### src/include/i2m_pkg.sv
/*
 * Constants, register map and engine states of the two-wire master.
 * Assumes a 50 MHz APB clock and open-drain SDA/SCL resolved outside.
 */
// Behaviour
// - Bus tracker watches lines whenever master enabled
// - Four bus conditions readable in flags register
// - Reset or enable gives unknown; software forces idle
// - First stop moves unknown to idle
// - Enabled inactivity timeout moves unknown/busy to idle
// - Only reset or disable returns to unknown
// - Foreign start: idle to busy; stop: idle
// - Own start: owner; own stop returns idle
// - Collision while owner: busy until stop
// - Repeated start matters only if arbitration lost
// - Separate done flags plus ack, error, hold, state
// - SCL held low while a done flag set, except after loss/error
// - Divider times both SCL phases, 10+2*div
// - Target write starts; from idle waits for bus idle first, from hold gives repeated start
// - Address loss/error: flags, release lines, wait
// - Address nack: write done, ack flag high, hold
// - Write address ack: write done, ack cleared
// - Read address ack: receive byte, read done
// - Byte write clears, sends, sets write done
// - Ack flag zero means ack, one nack
// - Released SDA sampled low means arbitration lost
package i2m_pkg;
    localparam logic [7:0] A_CTRL = 8'h00;
    localparam logic [7:0] A_CMD  = 8'h04;
    localparam logic [7:0] A_STAT = 8'h08;
    localparam logic [7:0] A_DIV  = 8'h0C;
    localparam logic [7:0] A_TGT  = 8'h10;
    localparam logic [7:0] A_DATA = 8'h14;

    localparam int CTRL_EN  = 0;
    localparam int CTRL_TO  = 1;
    localparam int ST_ERR   = 2;
    localparam int ST_ARB   = 3;
    localparam int ST_ACK   = 4;
    localparam int ST_HOLD  = 5;
    localparam int ST_WDONE = 6;
    localparam int ST_RDONE = 7;

    localparam logic [1:0] CMD_RECV = 2'h2;
    localparam logic [1:0] CMD_HALT = 2'h3;

    localparam logic [1:0] BS_UNKNOWN = 2'h0;
    localparam logic [1:0] BS_IDLE    = 2'h1;
    localparam logic [1:0] BS_OWNER   = 2'h2;
    localparam logic [1:0] BS_BUSY    = 2'h3;

    localparam logic [7:0] DIV_RST    = 8'h00;
    localparam logic [8:0] PHASE_BASE = 9'h005;
    localparam logic [8:0] CNT_ONE    = 9'h001;
    localparam int CLK_PERIOD_NS  = 20;
    localparam int BUS_TIMEOUT_NS = 50000;
    localparam logic [11:0] TO_CYCLES =
        12'(BUS_TIMEOUT_NS / CLK_PERIOD_NS);

    localparam logic [8:0] DRV_ADDR = 9'h1FE;
    localparam logic [8:0] DRV_ACK  = 9'h100;
    localparam logic [8:0] DRV_NONE = 9'h000;
    localparam logic [8:0] TX_REL   = 9'h1FF;
    localparam logic [8:0] TX_ACK   = 9'h0FF;
    localparam logic [3:0] NB_PKT   = 4'h9;
    localparam logic [3:0] NB_BYTE  = 4'h8;
    localparam logic [3:0] NB_ONE   = 4'h1;

    typedef enum logic [3:0] {
        E_IDLE, E_WAIT, E_START, E_LOW, E_HIGH, E_HOLD,
        E_RS_LOW, E_RS_HIGH, E_P_LOW, E_P_HIGH
    } i2m_eng_t;

    typedef enum logic [1:0] {K_ADDR, K_WR, K_RD, K_NACK} i2m_kind_t;
endpackage

### src/hw/i2m_master.sv
/*
 * Two-wire bus master: bus condition tracker, SCL rate generation and
 * byte sequencing, registers over APB with a fixed zero-wait answer.
 * Assumes SDA/SCL inputs synchronous to pclk and open-drain resolution
 * of the *_oe outputs outside (pin low while oe is high).
 */
`timescale 1ns/1ps
`default_nettype none
module i2m_master (
    input  wire logic        pclk,
    input  wire logic        presetn,
    input  wire logic        ce,
    input  wire logic        psel,
    input  wire logic        penable,
    input  wire logic        pwrite,
    input  wire logic [7:0]  paddr,
    input  wire logic [31:0] pwdata,
    output logic      [31:0] prdata,
    output logic             pready,
    output logic             pslverr,
    input  wire logic        scl_in,
    output logic             scl_out,
    output logic             scl_oe,
    input  wire logic        sda_in,
    output logic             sda_out,
    output logic             sda_oe
);
    // Register state
    logic        en_r;
    logic        to_en_r;
    logic [7:0]  div_r;
    logic [1:0]  bs_r;
    logic [1:0]  bs_nxt;
    logic        wdone_r;
    logic        rdone_r;
    logic        arb_r;
    logic        err_r;
    logic        ack_r;
    logic        hold_r;
    logic [31:0] prdata_r;
    logic        pready_r;
    logic        pslverr_r;
    logic        scl_oe_r;
    logic        sda_oe_r;
    logic        lvl_r;
    // Line monitor
    logic        scl_q;
    logic        sda_q;
    logic [11:0] idle_cnt_r;
    // Engine
    i2m_pkg::i2m_eng_t  eng_r;
    i2m_pkg::i2m_eng_t  eng_nxt;
    i2m_pkg::i2m_kind_t kind_r;
    i2m_pkg::i2m_kind_t kind_nxt;
    logic [8:0]  cnt_r;
    logic [8:0]  cnt_nxt;
    logic [8:0]  tx_r;
    logic [8:0]  tx_nxt;
    logic [8:0]  drv_r;
    logic [8:0]  drv_nxt;
    logic [3:0]  nb_r;
    logic [3:0]  nb_nxt;
    logic [7:0]  rx_r;
    logic [7:0]  rx_nxt;
    logic        dir_r;
    logic        dir_nxt;
    logic        lost;
    logic        berr;
    logic        set_w;
    logic        set_r;
    logic        ack_upd;
    logic        ack_val;

    // APB decode
    wire acc     = psel & penable & pready_r;
    wire wr      = acc & pwrite;
    wire setup   = psel & ~penable & ~pready_r;
    wire hit_ctl = (paddr == i2m_pkg::A_CTRL);
    wire hit_cmd = (paddr == i2m_pkg::A_CMD);
    wire hit_st  = (paddr == i2m_pkg::A_STAT);
    wire hit_div = (paddr == i2m_pkg::A_DIV);
    wire hit_tgt = (paddr == i2m_pkg::A_TGT);
    wire hit_dat = (paddr == i2m_pkg::A_DATA);
    wire mapped  = hit_ctl | hit_cmd | hit_st | hit_div | hit_tgt
                 | hit_dat;
    wire wr_ctl  = wr & hit_ctl;
    wire wr_cmd  = wr & hit_cmd;
    wire wr_st   = wr & hit_st;
    wire wr_div  = wr & hit_div;
    wire wr_tgt  = wr & hit_tgt & en_r;
    wire wr_dat  = wr & hit_dat & en_r;
    wire [1:0] cmd_val = pwdata[1:0];

    wire [7:0] stat_val = {rdone_r, wdone_r, hold_r, ack_r, arb_r,
                           err_r, bs_r};
    wire [7:0] rd_byte =
        hit_ctl ? {6'h00, to_en_r, en_r} :
        hit_st  ? stat_val :
        hit_div ? div_r :
        hit_dat ? rx_r : 8'h00;

    // Line events, timeout
    wire start_det = scl_q & scl_in & sda_q & ~sda_in;
    wire stop_det  = scl_q & scl_in & ~sda_q & sda_in;
    wire line_chg  = (scl_in != scl_q) | (sda_in != sda_q);
    wire to_hit    = ~line_chg &
                     (idle_cnt_r == i2m_pkg::TO_CYCLES - 12'h001);
    wire [8:0] half = i2m_pkg::PHASE_BASE + {1'b0, div_r};
    wire in_hold   = (eng_r == i2m_pkg::E_HOLD);
    wire tgt_go    = wr_tgt & ((eng_r == i2m_pkg::E_IDLE) | in_hold);
    wire dat_go    = wr_dat & in_hold & ~dir_r;
    wire recv_go   = wr_cmd & in_hold & dir_r
                   & (cmd_val == i2m_pkg::CMD_RECV);
    wire halt_go   = wr_cmd & in_hold & (cmd_val == i2m_pkg::CMD_HALT);
    wire own_start = (eng_r == i2m_pkg::E_START);
    wire bit_out   = drv_r[8] & tx_r[8];
    wire cnt_end   = (cnt_r == i2m_pkg::CNT_ONE);
    wire [8:0] cnt_dec = cnt_r - i2m_pkg::CNT_ONE;
    wire in_bits   = (eng_r == i2m_pkg::E_LOW)
                   | (eng_r == i2m_pkg::E_HIGH);

    // Byte engine
    always_comb begin
        eng_nxt  = eng_r;
        cnt_nxt  = cnt_r;
        tx_nxt   = tx_r;
        drv_nxt  = drv_r;
        nb_nxt   = nb_r;
        kind_nxt = kind_r;
        rx_nxt   = rx_r;
        dir_nxt  = dir_r;
        lost     = 1'b0;
        berr     = 1'b0;
        set_w    = 1'b0;
        set_r    = 1'b0;
        ack_upd  = 1'b0;
        ack_val  = 1'b0;
        if (tgt_go) begin
            tx_nxt   = {pwdata[7:0], 1'b1};
            drv_nxt  = i2m_pkg::DRV_ADDR;
            nb_nxt   = i2m_pkg::NB_PKT;
            kind_nxt = i2m_pkg::K_ADDR;
            dir_nxt  = pwdata[0];
        end
        unique case (eng_r)
            i2m_pkg::E_IDLE: begin
                if (tgt_go) begin
                    eng_nxt = i2m_pkg::E_WAIT;
                end
            end
            i2m_pkg::E_WAIT: begin
                if (bs_r == i2m_pkg::BS_IDLE) begin
                    eng_nxt = i2m_pkg::E_START;
                    cnt_nxt = half;
                end
            end
            i2m_pkg::E_START: begin
                if (cnt_end) begin
                    eng_nxt = i2m_pkg::E_LOW;
                    cnt_nxt = half;
                end else begin
                    cnt_nxt = cnt_dec;
                end
            end
            i2m_pkg::E_LOW: begin
                if (start_det | stop_det) begin
                    berr = 1'b1;
                end else if (cnt_end) begin
                    eng_nxt = i2m_pkg::E_HIGH;
                    cnt_nxt = half;
                end else begin
                    cnt_nxt = cnt_dec;
                end
            end
            i2m_pkg::E_HIGH: begin
                if (start_det | stop_det) begin
                    berr = 1'b1;
                end else if (scl_in & bit_out & ~sda_in) begin
                    lost = 1'b1;
                end else if (scl_in & cnt_end) begin
                    rx_nxt  = {rx_r[6:0], sda_in};
                    tx_nxt  = {tx_r[7:0], 1'b1};
                    drv_nxt = {drv_r[7:0], 1'b0};
                    nb_nxt  = nb_r - i2m_pkg::NB_ONE;
                    cnt_nxt = half;
                    eng_nxt = i2m_pkg::E_LOW;
                    if (nb_r == i2m_pkg::NB_ONE) begin
                        unique case (kind_r)
                            i2m_pkg::K_ADDR: begin
                                ack_upd = 1'b1;
                                ack_val = sda_in;
                                if (sda_in | ~dir_r) begin
                                    set_w   = 1'b1;
                                    eng_nxt = i2m_pkg::E_HOLD;
                                end else begin
                                    tx_nxt   = i2m_pkg::TX_REL;
                                    drv_nxt  = i2m_pkg::DRV_NONE;
                                    nb_nxt   = i2m_pkg::NB_BYTE;
                                    kind_nxt = i2m_pkg::K_RD;
                                end
                            end
                            i2m_pkg::K_WR: begin
                                ack_upd = 1'b1;
                                ack_val = sda_in;
                                set_w   = 1'b1;
                                eng_nxt = i2m_pkg::E_HOLD;
                            end
                            i2m_pkg::K_RD: begin
                                ack_upd = 1'b1;
                                set_r   = 1'b1;
                                eng_nxt = i2m_pkg::E_HOLD;
                            end
                            i2m_pkg::K_NACK: begin
                                eng_nxt = i2m_pkg::E_P_LOW;
                            end
                        endcase
                    end
                end else if (scl_in) begin
                    cnt_nxt = cnt_dec;
                end
            end
            i2m_pkg::E_HOLD: begin
                cnt_nxt = half;
                if (tgt_go) begin
                    eng_nxt = i2m_pkg::E_RS_LOW;
                end else if (dat_go) begin
                    tx_nxt   = {pwdata[7:0], 1'b1};
                    drv_nxt  = i2m_pkg::DRV_ADDR;
                    nb_nxt   = i2m_pkg::NB_PKT;
                    kind_nxt = i2m_pkg::K_WR;
                    eng_nxt  = i2m_pkg::E_LOW;
                end else if (recv_go) begin
                    tx_nxt   = i2m_pkg::TX_ACK;
                    drv_nxt  = i2m_pkg::DRV_ACK;
                    nb_nxt   = i2m_pkg::NB_PKT;
                    kind_nxt = i2m_pkg::K_RD;
                    eng_nxt  = i2m_pkg::E_LOW;
                end else if (halt_go & dir_r) begin
                    tx_nxt   = i2m_pkg::TX_REL;
                    drv_nxt  = i2m_pkg::DRV_ACK;
                    nb_nxt   = i2m_pkg::NB_ONE;
                    kind_nxt = i2m_pkg::K_NACK;
                    eng_nxt  = i2m_pkg::E_LOW;
                end else if (halt_go) begin
                    eng_nxt = i2m_pkg::E_P_LOW;
                end
            end
            i2m_pkg::E_RS_LOW: begin
                if (cnt_end) begin
                    eng_nxt = i2m_pkg::E_RS_HIGH;
                    cnt_nxt = half;
                end else begin
                    cnt_nxt = cnt_dec;
                end
            end
            i2m_pkg::E_RS_HIGH: begin
                if (scl_in & ~sda_in) begin
                    lost = 1'b1;
                end else if (scl_in & cnt_end) begin
                    eng_nxt = i2m_pkg::E_START;
                    cnt_nxt = half;
                end else if (scl_in) begin
                    cnt_nxt = cnt_dec;
                end
            end
            i2m_pkg::E_P_LOW: begin
                if (cnt_end) begin
                    eng_nxt = i2m_pkg::E_P_HIGH;
                    cnt_nxt = half;
                end else begin
                    cnt_nxt = cnt_dec;
                end
            end
            i2m_pkg::E_P_HIGH: begin
                if (scl_in & cnt_end) begin
                    eng_nxt = i2m_pkg::E_IDLE;
                end else if (scl_in) begin
                    cnt_nxt = cnt_dec;
                end
            end
        endcase
        if (lost | berr) begin
            set_w   = 1'b1;
            eng_nxt = i2m_pkg::E_IDLE;
        end
        if (!en_r) begin
            eng_nxt = i2m_pkg::E_IDLE;
        end
    end

    // Flags: hardware set wins over software clear
    wire clr_cmd = tgt_go | dat_go | recv_go | halt_go;
    wire clr_w   = (wr_st & pwdata[i2m_pkg::ST_WDONE]) | clr_cmd;
    wire clr_r   = (wr_st & pwdata[i2m_pkg::ST_RDONE]) | clr_cmd;
    wire clr_a   = (wr_st & pwdata[i2m_pkg::ST_ARB]) | tgt_go;
    wire clr_e   = (wr_st & pwdata[i2m_pkg::ST_ERR]) | tgt_go;
    wire wdone_nxt = (wdone_r & ~clr_w) | set_w;
    wire rdone_nxt = (rdone_r & ~clr_r) | set_r;
    wire arb_nxt   = (arb_r & ~clr_a) | lost | berr;
    wire err_nxt   = (err_r & ~clr_e) | berr;
    wire ack_nxt   = ack_upd ? ack_val : ack_r;
    wire hold_nxt  = (eng_nxt == i2m_pkg::E_HOLD)
                   & (wdone_nxt | rdone_nxt);

    // Pin drive from the next engine state
    wire bits_nxt = (eng_nxt == i2m_pkg::E_LOW)
                  | (eng_nxt == i2m_pkg::E_HIGH);
    wire scl_drv  = (eng_nxt == i2m_pkg::E_LOW)
                  | (eng_nxt == i2m_pkg::E_RS_LOW)
                  | (eng_nxt == i2m_pkg::E_P_LOW) | hold_nxt;
    wire sda_drv  = (bits_nxt & drv_nxt[8] & ~tx_nxt[8])
                  | (eng_nxt == i2m_pkg::E_START)
                  | (eng_nxt == i2m_pkg::E_P_LOW)
                  | (eng_nxt == i2m_pkg::E_P_HIGH);

    // Bus condition tracker
    always_comb begin
        bs_nxt = bs_r;
        if (!en_r) begin
            bs_nxt = i2m_pkg::BS_UNKNOWN;
        end else if (lost | berr) begin
            bs_nxt = i2m_pkg::BS_BUSY;
        end else if (stop_det) begin
            bs_nxt = i2m_pkg::BS_IDLE;
        end else if (start_det & own_start) begin
            if ((bs_r == i2m_pkg::BS_IDLE) | (bs_r == i2m_pkg::BS_OWNER)) begin
                bs_nxt = i2m_pkg::BS_OWNER;
            end
        end else if (start_det & (bs_r == i2m_pkg::BS_IDLE)) begin
            bs_nxt = i2m_pkg::BS_BUSY;
        end else if (to_hit & to_en_r & ((bs_r == i2m_pkg::BS_UNKNOWN)
                     | (bs_r == i2m_pkg::BS_BUSY))) begin
            bs_nxt = i2m_pkg::BS_IDLE;
        end else if (wr_st & (pwdata[1:0] == i2m_pkg::BS_IDLE)) begin
            bs_nxt = i2m_pkg::BS_IDLE;
        end
    end

    // APB slave: data set up in the setup cycle, pready one cycle later
    always_ff @(posedge pclk or negedge presetn) begin
        if (!presetn) begin
            pready_r  <= 1'b0;
            prdata_r  <= 32'h0000_0000;
            pslverr_r <= 1'b0;
        end else if (ce) begin
            pready_r  <= setup;
            prdata_r  <= setup ? {24'h00_0000, rd_byte} : prdata_r;
            pslverr_r <= setup & ~mapped;
        end
    end

    always_ff @(posedge pclk or negedge presetn) begin
        if (!presetn) begin
            en_r    <= 1'b0;
            to_en_r <= 1'b0;
            div_r   <= i2m_pkg::DIV_RST;
        end else if (ce) begin
            en_r    <= wr_ctl ? pwdata[i2m_pkg::CTRL_EN] : en_r;
            to_en_r <= wr_ctl ? pwdata[i2m_pkg::CTRL_TO] : to_en_r;
            div_r   <= wr_div ? pwdata[7:0] : div_r;
        end
    end

    // Line monitor runs whenever the master is enabled
    always_ff @(posedge pclk or negedge presetn) begin
        if (!presetn) begin
            scl_q      <= 1'b1;
            sda_q      <= 1'b1;
            idle_cnt_r <= 12'h000;
        end else if (ce) begin
            scl_q      <= scl_in;
            sda_q      <= sda_in;
            if (line_chg | !en_r | to_hit) begin
                idle_cnt_r <= 12'h000;
            end else begin
                idle_cnt_r <= idle_cnt_r + 12'h001;
            end
        end
    end

    always_ff @(posedge pclk or negedge presetn) begin
        if (!presetn) begin
            bs_r    <= i2m_pkg::BS_UNKNOWN;
            wdone_r <= 1'b0;
            rdone_r <= 1'b0;
            arb_r   <= 1'b0;
            err_r   <= 1'b0;
            ack_r   <= 1'b0;
            hold_r  <= 1'b0;
        end else if (ce) begin
            bs_r    <= bs_nxt;
            wdone_r <= wdone_nxt;
            rdone_r <= rdone_nxt;
            arb_r   <= arb_nxt;
            err_r   <= err_nxt;
            ack_r   <= ack_nxt;
            hold_r  <= hold_nxt;
        end
    end

    always_ff @(posedge pclk or negedge presetn) begin
        if (!presetn) begin
            eng_r  <= i2m_pkg::E_IDLE;
            kind_r <= i2m_pkg::K_ADDR;
            cnt_r  <= 9'h000;
            tx_r   <= 9'h000;
            drv_r  <= 9'h000;
            nb_r   <= 4'h0;
            rx_r   <= 8'h00;
            dir_r  <= 1'b0;
        end else if (ce) begin
            eng_r  <= eng_nxt;
            kind_r <= kind_nxt;
            cnt_r  <= cnt_nxt;
            tx_r   <= tx_nxt;
            drv_r  <= drv_nxt;
            nb_r   <= nb_nxt;
            rx_r   <= rx_nxt;
            dir_r  <= dir_nxt;
        end
    end

    always_ff @(posedge pclk or negedge presetn) begin
        if (!presetn) begin
            scl_oe_r <= 1'b0;
            sda_oe_r <= 1'b0;
            lvl_r    <= 1'b0;
        end else if (ce) begin
            scl_oe_r <= scl_drv;
            sda_oe_r <= sda_drv;
            lvl_r    <= 1'b0;
        end
    end

    assign prdata  = prdata_r;
    assign pready  = pready_r;
    assign pslverr = pslverr_r;
    assign scl_oe  = scl_oe_r;
    assign sda_oe  = sda_oe_r;
    assign scl_out = lvl_r;
    assign sda_out = lvl_r;
endmodule
`default_nettype wire

### config.mk
export PLATFORM = sky130hd
export DESIGN_NAME = i2m_master
export DESIGN_NICKNAME = d
export VERILOG_FILES = /design/src/include/i2m_pkg.sv /design/src/hw/i2m_master.sv
export SDC_FILE = /design/constraint.sdc
export NUM_CORES = 1
export LEC_CHECK = 0
export ABC_AREA = 1
export BUFFER_PORTS_ARGS = -buffer_cell sky130_fd_sc_hd__buf_4
export CAP_MARGIN = 0
export CORE_MARGIN = 2
export CORE_UTILIZATION = 45
export CTS_BUF_LIST = sky130_fd_sc_hd__clkbuf_4 sky130_fd_sc_hd__clkbuf_8
export DETAILED_ROUTE_END_ITERATION = 7
export PLACE_DENSITY_LB_ADDON = 0.1
export SYNTH_ARGS = -nofsm -noshare
export SYNTH_HDL_FRONTEND = slang
export SYNTH_SLANG_ARGS = --single-unit
### constraint.sdc
create_clock -name pclk -period 5.4 [get_ports pclk]
set_input_delay 0.81 -clock pclk [delete_from_list [all_inputs] [get_ports pclk]]
set_output_delay 0.81 -clock pclk [all_outputs]
set_load 0.01 [all_outputs]
; After elaboration in Yosys (flattened, before gate mapping)
; Cells that the tools add are included.
; Widths: inputs -> output; s select.
[totals]
reg_bits = 90
inputBits = 48
output_inout_bits = 38
word_cells = 316
[op_classes]
add_sub_neg = 4
n_eq_ne = 43
n_mux = 127
n_bitwise = 97
reduce_logical = 19
[op_table]
columns = operator, count
row1 = $mux 9, 31
row2 = $mux 4, 32
row3 = $pmux 9 s7, 1
row4 = $and 1x1->1, 49
row5 = $pmux 4 s10, 1
row6 = $mux 2, 19
row7 = $pmux 9 s2, 2
row8 = $or 1x1->1, 34
row9 = $mux 8, 4
row10 = $mux 1, 30
row11 = $eq 4x3->1 const B, 7
row12 = $eq 4x2->1 const B, 4
row13 = $eq 4x4->1 const B, 4
row14 = $eq 8x4->1 const B, 2
row15 = $eq 8x5->1 const B, 2
row16 = $not 1->1, 14
row17 = $add 12x1->12 const B, 1
row18 = $eq 12x12->1 const B, 1
row19 = $eq 2x2->1 const B, 6
row20 = $mux 12, 1
row21 = $ne 2x2->1 const B, 6
row22 = $pmux 4 s3, 1
row23 = $reduce_and 2->1, 5
row24 = $add 3x8->9 const A, 1
row25 = 23 further kinds, 32

; Longest topological paths before layout
; Gate-level depths: netlist of run 1.
[depth]
ltp_word = 21
ltp_mapped = 19
mapped_depth_nobuf = 19

; Worst setup path before layout of run 1
; OpenSTA, ideal clock, no wires.
[synth_path]
path_kind = input to register
from = in scl_in
to = reg scl_oe_r, in the netlist scl_oe
setup_ps = 117
t_arrival_ps = 2230
required_ps = 5283
slack_ps = 3053
stages = 15
path_buffers = 0
path_cell_list = ha_1 nand3_1 nand2_1 nand2_2 nand2_1 nor2_4 nand2_2 nor2_1 nand2_4 nand2_1 inv_1 nand2_1 nand3_1 nor2_1 nor2_1
[synth_via]
elab_chain_cells = 13
elab_cells_between_ends = 47
classes_between = 4 x eq/ne / 25 x mux / 18 x bitwise
[synth_rtl]
columns = item, line
row1 = "start, declared", i2m_master.sv:21  ; input wire logic scl_in,
row2 = $and 1x1->1, "i2m_master.sv:103, i2m_master.sv:104"
row3 = $and 1x1->1 (on tied branches) (2 in series), "i2m_master.sv:103, i2m_master.sv:104"
row4 = $or 1x1->1, "i2m_master.sv:166, i2m_master.sv:176"
row5 = $mux 1 (on tied branches), "i2m_master.sv:176, i2m_master.sv:166"
row6 = $pmux 1 s2 / $mux 1 (equally long branches), n/a
row7 = $or 1x1->1, i2m_master.sv:282  ; if (lost | berr) begin
row8 = $mux 4, i2m_master.sv:282
row9 = $mux 4, i2m_master.sv:286  ; if (!en_r) begin
row10 = $eq 4x2->1 / $eq 4x3->1 (equally long branches), "i2m_master.sv:308, i2m_master.sv:309"
row11 = $or 1x1->1, i2m_master.sv:309  ; | (eng_nxt == i2m_pkg::E_RS_LOW)
row12 = $or 1x1->1, i2m_master.sv:310  ; | (eng_nxt == i2m_pkg::E_P_LOW) | hold_nxt;
row13 = $or 1x1->1 (*), i2m_master.sv:310
row14 = "end signal, assigned", i2m_master.sv:429  ; scl_oe_r <= scl_drv;
row15 = "end, declared", i2m_master.sv:43  ; logic scl_oe_r;
; Mark *: on every way between the ends. The rest lies on a longest branch, timed or not.
; A chain may end at the register's enable or synchronous reset.

; Final worst setup path of run 1
[layout_path]
from = in paddr[1]
to = reg scl_oe_r, in the netlist scl_oe
[layout_via]
elab_chain_cells = 16
elab_cells_between_ends = 49
classes_between = 8 x eq/ne / 9 x mux / 32 x bitwise
[layout_rtl]
columns = item, line
row1 = "start, declared", i2m_master.sv:16  ; input wire logic [7:0] paddr,
row2 = $eq 8x3->1, i2m_master.sv:79  ; wire hit_cmd = (paddr == i2m_pkg::A_CMD);
row3 = $and 1x1->1, i2m_master.sv:87  ; wire wr_cmd = wr & hit_cmd;
row4 = $and 1x1->1, "i2m_master.sv:112, i2m_master.sv:114"
row5 = $and 1x1->1, i2m_master.sv:114  ; wire halt_go = wr_cmd & in_hold & (cmd_val == i2m_pkg::CMD_HALT);
row6 = $mux 4 / $and 1x1->1 (equally long branches), "i2m_master.sv:244, i2m_master.sv:238"
row7 = $mux 4, i2m_master.sv:238  ; end else if (halt_go & dir_r) begin
row8 = $mux 4, i2m_master.sv:232  ; end else if (recv_go) begin
row9 = $mux 4, i2m_master.sv:226  ; end else if (dat_go) begin
row10 = $mux 4, i2m_master.sv:224  ; if (tgt_go) begin
row11 = $pmux 4 s10, i2m_master.sv:145  ; unique case (eng_r)
row12 = $mux 4, i2m_master.sv:282
row13 = $mux 4, i2m_master.sv:286
row14 = $eq 4x2->1 / $eq 4x3->1 (equally long branches), "i2m_master.sv:308, i2m_master.sv:309"
row15 = $or 1x1->1, i2m_master.sv:309
row16 = $or 1x1->1, i2m_master.sv:310
row17 = $or 1x1->1 (*), i2m_master.sv:310
; Marked as above.

==> results of run 1 <==
[flip-flops by register name, indices dropped and copies added (netlist names), 2 cells and up]
register and cells:
idle_cnt_r 12, cnt_r 9, drv_r 9, tx_r 9, div_r 8, prdata 8
rx_r 8, eng_r 4, nb_r 4, bs_r 2, kind_r 2
[per-stage QoR]
step	hold slack, ns	utilization [%]
global route	0.456	50.1
finish	0.413	50.1
floorplan	0.453	-
global placement	0.470	48.5
CTS	0.439	50.1
detailed placement	0.477	48.5
[cells in the mapped netlist (all sizes together) (5+ instances only)]
cell | number | area share (%)
nand2 | 186 | 12
nor2 | 110 | 8.2
inv | 109 | 6.7
o21ai | 101 | 8.3
dfrtp | 88 | 36
nand3 | 48 | 4.3
a21oi | 43 | 3.6
buf | 35 | 4.0
nor3 | 16 | 1.3
o22ai | 14 | 1.4
ha | 13 | 2.7
clkbuf | 9 | 0.55
xor2 | 9 | 1.3
nand4 | 8 | 0.82
o221ai | 7 | 1.0
o211ai | 6 | 0.74
a211oi | 5 | 0.61
a22oi | 5 | 0.61
nor4 | 5 | 0.51
[area by class of cell]
class / instances / share of cell area, %
Multi-Input combinational cell: 633 / 49.2
Inverter: 109 / 6.17
Clock inverter: 6 / 1.13
Clock buffer: 10 / 1.98
Timing Repair Buffer: 37 / 4.19
Sequential cell: 90 / 34.0
Tap cell: 176 / 3.32
[cells in the final DEF (no fill, tap or decap), types with 5 or more instances in the layout]
master and instances:
clkbuf_8 9, o21ai_1 11, o22ai_1 14, inv_2 16
nand3_1 44, inv_1 93, nor2_4 7, buf_4 37
nor2_2 8, o21ai_0 90, o221ai_1 7, nand4_1 8
a22oi_1 5, xor2_1 9, a211oi_1 5, nand2_1 174
a21oi_1 41, nand2_2 9, dfrtp_1 88, nor2_1 94
nor3_1 16, nor4_1 5, ha_1 13, conb_1 26
o211ai_1 6
[power by group]
group	internal (mW)	leakage (nW)	total [mW]	switching, mW
Sequential	0.705	1.13	0.728	0.0228
Combinational	0.0536	1.92	0.153	0.0990
Clock	0.226	0.102	0.494	0.268
[worst min-delay path by stage]
stage,depth (start not counted),to
floorplan,2,bs_r[1]
global placement,2,bs_r[1]
detailed placement,2,bs_r[1]
CTS,1,rx_r[3]
global route,1,prdata[4]
finish,1,prdata[4]
[metal layers]
metal | track usage [%] | share of wire [%]
met5 | 0 | 0
met4 | 9.08 | 2.6
met3 | 4.06 | 5.2
met2 | 38.5 | 46
met1 | 32.0 | 46
[kinds of logic (layout without fill, tap and decap cells)]
family,after synthesis,in the layout,share of synthesized area (%)
xor gates and xnor gates,11,11,1.58
buffers and inverters,153,162,11.3
DFF,90,90,36.9
muxes,6,6,1.02
AOI/OAI and AO/OA,198,198,18.5
adders and majority gates,13,13,2.66
and+or+nand+nor,379,379,28.0
other,1,26,0.0614
==> summary.md, run 1 <==
| Metric | Value |
|---|---|
| Critical Path RT | `5.68 ns` |
| Initial DRC count | `323` |
| CP dominant cell by count | `nor2_1` |
| Slew HR | `50.5%` |
| CP Class | `in -> reg` |
| Max_cap viols | `0` |
| Synth cell types | `49` |
| Hold Fails Final Rpt | `0` |
| RSZ-0062 raised after global routing | `false` |
| RR Endpoint | `scl_oe` |
| Post-Route WL | `16.5 mm` |
| Register area | `0.00225 sq mm` |
| Post-DR wirelength/cell | `15.6 um` |
| Syn_area_per_cell | `7.18 sq um` |
| Vias post-DR | `5,794` |
| FF-to-FF Start | `eng_r[0]` |
| Startpoint Class | `input port` |
| Post-route cell area | `0.00663 sq mm` |
| CP max stage cell | `nand3_2` |
| Mapped cell area | `0.00611 sq mm` |
| Detailed Routing Iterations Pass 1 | `4` |
| Layout cells sized above 1 | `12.1%` |
| Initial Util | `46.2%` |
| Mapped Cells | `851` |
| Die area | `0.0145 sq mm` |
| Final HPWL from detailed placement | `12.5 mm` |
| Layout fillers | `1,326` |
| Vias per inst | `5.46` |
| CP Buf/Inv Count | `3` |
| Die Wd | `121 um` |
| Fin Setup TNS | `0 ns` |
| P&R area growth vs syn | `8.47%` |
| Total GRT Usage | `23.8%` |
| Crit. Startpoint | `paddr[1]` |
| GR Overflow Total | `0` |
| CORE AREA | `0.0132 sq mm` |
| Largest net degree at the start of global routing | `48` |
| # rows | `42` |
| Routability cong. | `0.966` |
| Global-route wire length before repair | `27.2 mm` |
| Final setup fails | `0` |
| Place WS | `2.05 ns` |
| Fmax | `0.333 GHz` |
| Number of placed instances, taps included | `1,045` |
| Post-synth EDFFs | `0` |
| Reg2Reg Depth | `15` |
| Die Y | `121 um` |
| CP Capture Point | `scl_oe` |
| CP cell instances | `buf_4 > nor2_1 > nand3_1 > nor2_1 > nand3_2 > inv_2 > nor2_1 > nand2_1 > inv_2 > o21bai_1 > nor2_1 > nand3_1 > nand2_1 > nor2_1 > nor2_1` |
| Pwr/cell area | `207 mW/mm^2` |
| Hold Buf Count CTS | `0` |
| Clock sink count | `90` |
| Post-CTS sizing | `0` |
| TritonCTS clock tree | `yes` |
| Crit path time final | `3.01 ns` |
| Initial antenna violation count | `0` |
| Final Cycle Share | `55.7%` |
| Clock Tree Buf Depth | `2` |
| Crit. End Element | `register` |
| Kind of cell adding the most delay to the critical path | `simple AND/OR/NAND/NOR gates` |
| Insertion delay to the later sink of the worst-skew pair | `0.39 ns` |
| HP Class | `in -> async` |
| Post-route insts no fill | `1,061` |
| CTS root buffer | `clkbuf_8` |
| R2R Setup Slk | `2.50 ns` |
| Synth warnings | `0` |
| Placed instance area | `0.00642 sq mm` |
| Max Slew Vio Count | `0` |
| Status | `finished, final reports clean` |
| Synth Flop Type | `dfrtp_1` |
| Asr flop ratio synth | `100%` |
| Multi-input logic area | `0.00326 sq mm` |
| Via count of the first global-routing pass | `5,586` |
| Drt drc | `0` |
| Delay of the slowest critical-path stage | `0.47 ns` |
| Stages on the worst setup path | `15` |
| Final Skew | `0.0142 ns` |
| Number of post-CTS setup repair buffers | `0` |
| Synthesis-stage register bit count | `90` |
| Leakage power | `3.15 nW` |
| Final WS setup | `2.39 ns` |
| N_diodes | `0` |
| Worst-path clk slew | `0.10 ns` |
| I/O pins | `86` |
| Critical path fanouts, max | `23` |
| Peak supply drop | `0.126 mV` |
| Layout Nets | `941` |
| Pwr Total | `1.37 mW` |
| Antenna violation net count after detailed routing | `0` |
| Least-Margin Pin Slew | `0.734 ns` |
| CTS Buf Count | `9` |
| Worst EP arrival | `3.28 ns` |
| Port Buffers | `35` |
| CTS H-tree depth | `3` |
| Part of the Yosys area used for sequential elements | `36.9%` |
Note: power is estimated with default switching activity, not from simulation.
==> inputs of run 2 (changes only) <==
==> constraint.sdc (replaced) <==
create_clock -name pclk -period 2.64 [get_ports pclk]
set_input_delay 0.396 -clock pclk [delete_from_list [all_inputs] [get_ports pclk]]
set_output_delay 0.396 -clock pclk [all_outputs]
set_load 0.01 [all_outputs]
==> summary.md, run 2 (synthesis gave the netlist of run 1 again) <==
| Metric | Value |
|---|---|
| Via count of the first global-routing pass | `5,652` |
| CP dominant cell by count | `nand2_2` |
| CTS Buf Count | `9` |
| Routability cong. | `0.913` |
| CP cell instances | `inv_2 > nor2_8 > nand2_4 > nand2_2 > nand3_1 > nand2_1 > nand2_2 > nand2_2 > buf_4 > o21ai_1 > nor2_1 > nand2_1 > nand3_1 > nor2_2 > nor2_1` |
| CP Buf/Inv Count | `2` |
| Insertion delay to the later sink of the worst-skew pair | `0.39 ns` |
| Slew HR | `52.3%` |
| Initial antenna violation count | `0` |
| Final HPWL from detailed placement | `13.2 mm` |
| Detailed Routing Iterations Pass 1 | `5` |
| Initial DRC count | `386` |
| Vias per inst | `5.42` |
| N_diodes | `0` |
| Max_cap viols | `0` |
| Critical Path RT | `2.92 ns` |
| Global-route wire length before repair | `28.1 mm` |
| FF-to-FF Start | `eng_r[2]` |
| Layout cells sized above 1 | `15.4%` |
| Startpoint Class | `register` |
| Biggest register | `idle_cnt_r` |
| Clock sink count | `90` |
| Leakage power | `3.30 nW` |
| Hold EP | `dir_r` |
| Vias post-DR | `5,901` |
| Largest net degree at the start of global routing | `51` |
| Max Slew Vio Count | `0` |
| Drt drc | `0` |
| CP Class | `reg -> reg` |
| Antenna violation net count after detailed routing | `0` |
| TritonCTS clock tree | `yes` |
| Reg2Reg Depth | `15` |
| RR Endpoint | `scl_oe` |
| Kind of cell adding the most delay to the critical path | `simple AND/OR/NAND/NOR gates` |
| Fmax | `0.409 GHz` |
| Worst EP arrival | `2.73 ns` |
| Worst hold path depth | `3` |
| Die area | `0.0145 sq mm` |
| Most frequent cells in the layout | `174 x nand2_1, 92 x nor2_1, 91 x inv_1` |
| CP max stage cell | `dfrtp_1` |
| R2R Setup Slk | `0.19 ns` |
| Largest register FFs | `12` |
| Port Buffers | `35` |
| Die Wd | `121 um` |
| # rows | `42` |
| Layout Nets | `969` |
| GR Overflow Total | `0` |
| Final Cycle Share | `92.7%` |
| Crit path time final | `2.45 ns` |
| CORE AREA | `0.0132 sq mm` |
| Post-Route WL | `17.4 mm` |
| Hold Fails Final Rpt | `0` |
| Number of placed instances, taps included | `1,069` |
| Clock Tree Buf Depth | `2` |
| Post-route insts no fill | `1,089` |
| Pwr/cell area | `406 mW/mm^2` |
| Total GRT Usage | `24.7%` |
| Post-DR wirelength/cell | `16.0 um` |
| Delay of the slowest critical-path stage | `0.51 ns` |
| Most common cell after layout, fill and taps aside | `nand2_1` |
| Fin Setup TNS | `0 ns` |
| Layout fillers | `1,377` |
| Status | `finished, final reports clean` |
| Hold WS | `0.267 ns` |
| Final Skew | `0.0174 ns` |
| P&R area growth vs syn | `12.4%` |
| Core Util, Final | `51.9%` |
| Least-Margin Pin Slew | `0.707 ns` |
| HP Class | `in -> reg` |
| Crit. End Element | `register` |
| Critical path fanouts, max | `8` |
| HP Start | `pwdata[0]` |
| Worst-path clk slew | `0.11 ns` |
| Die Y | `121 um` |
| I/O pins | `86` |
| CTS root buffer | `clkbuf_8` |
| CTS H-tree depth | `3` |
| Peak supply drop | `0.319 mV` |
| Final setup fails | `0` |
| Initial Util | `46.2%` |
==> run 2: power by group <==
group	internal [mW]	total, mW	switching [mW]	leakage, nW
combinational	0.117	0.327	0.209	2.07
clock	0.377	0.972	0.595	0.102
sequential	1.44	1.49	0.0502	1.13
==> run 2: repair_timing <==
item | in CTS | in global routing
hold buffers | 1 | 0
gates resized for setup | 0 | 9
setup buffers | 0 | 3
setup endpoints to repair | 0 | 23
endpoints found under the hold margin | 14 | 0
==> run 2: through the flow <==
step | cell area, sq um | setup WS (ns) | power, mW
2_1_floorplan | 6210 | 0.640 | 1.73
3_3_place_gp | 6620 | 0.202 | 1.83
3_5_place_dp | 6620 | 0.121 | 1.84
4_1_cts | 6820 | 0.0961 | 2.83
5_1_grt | 6870 | -0.0272 | 2.93
6_report | 6870 | 0.194 | 2.79
==> run 2: layer usage <==
layer | share of wire, % | global-route usage (%) | vias to the layer above
li1 | - | - | 2903
met1 | 47 | 33.5 | 2845
met2 | 48 | 41.1 | 129
met3 | 3.6 | 3.82 | 24
met4 | 1.3 | 6.47 | 0
met5 | 0 | 0 | -
==> run 2: how the worst max path moves through the flow <==
stage / start / end / slack [ns] / depth (start not counted)
floorplan: cnt_r[1] / cnt_r[6] / 0.64 / 12
global placement: cnt_r[1] / scl_oe / 0.20 / 19
detailed placement: cnt_r[1] / scl_oe / 0.12 / 18
CTS: cnt_r[1] / scl_oe / 0.1 / 18
global route: cnt_r[1] / scl_oe / -0.03 / 18
finish: eng_r[2] / scl_oe / 0.19 / 15
==> run 2: worst register-to-register path, stage by stage (launching register included) <==
cell,delay [ns]
dfrtp_1,0.51
inv_2,0.15
nor2_8,0.06
nand2_4,0.16
nand2_2,0.08
nand3_1,0.12
nand2_1,0.14
nand2_2,0.17
nand2_2,0.07
buf_4,0.15
o21ai_1,0.28
nor2_1,0.09
nand2_1,0.10
nand3_1,0.10
nor2_2,0.12
nor2_1,0.05
==> run 2: final cells by class <==
cell class                 count  area [sq um]  area share [%]
timing repair buffer          65           503            7.32
clock inverter                 7          73.8            1.07
clock buffer                   9           124            1.80
sequential                    90          2250            32.8
multi-input combinational    633          3290            47.8
inverter                     109           409            5.95
tap                          176           220            3.20
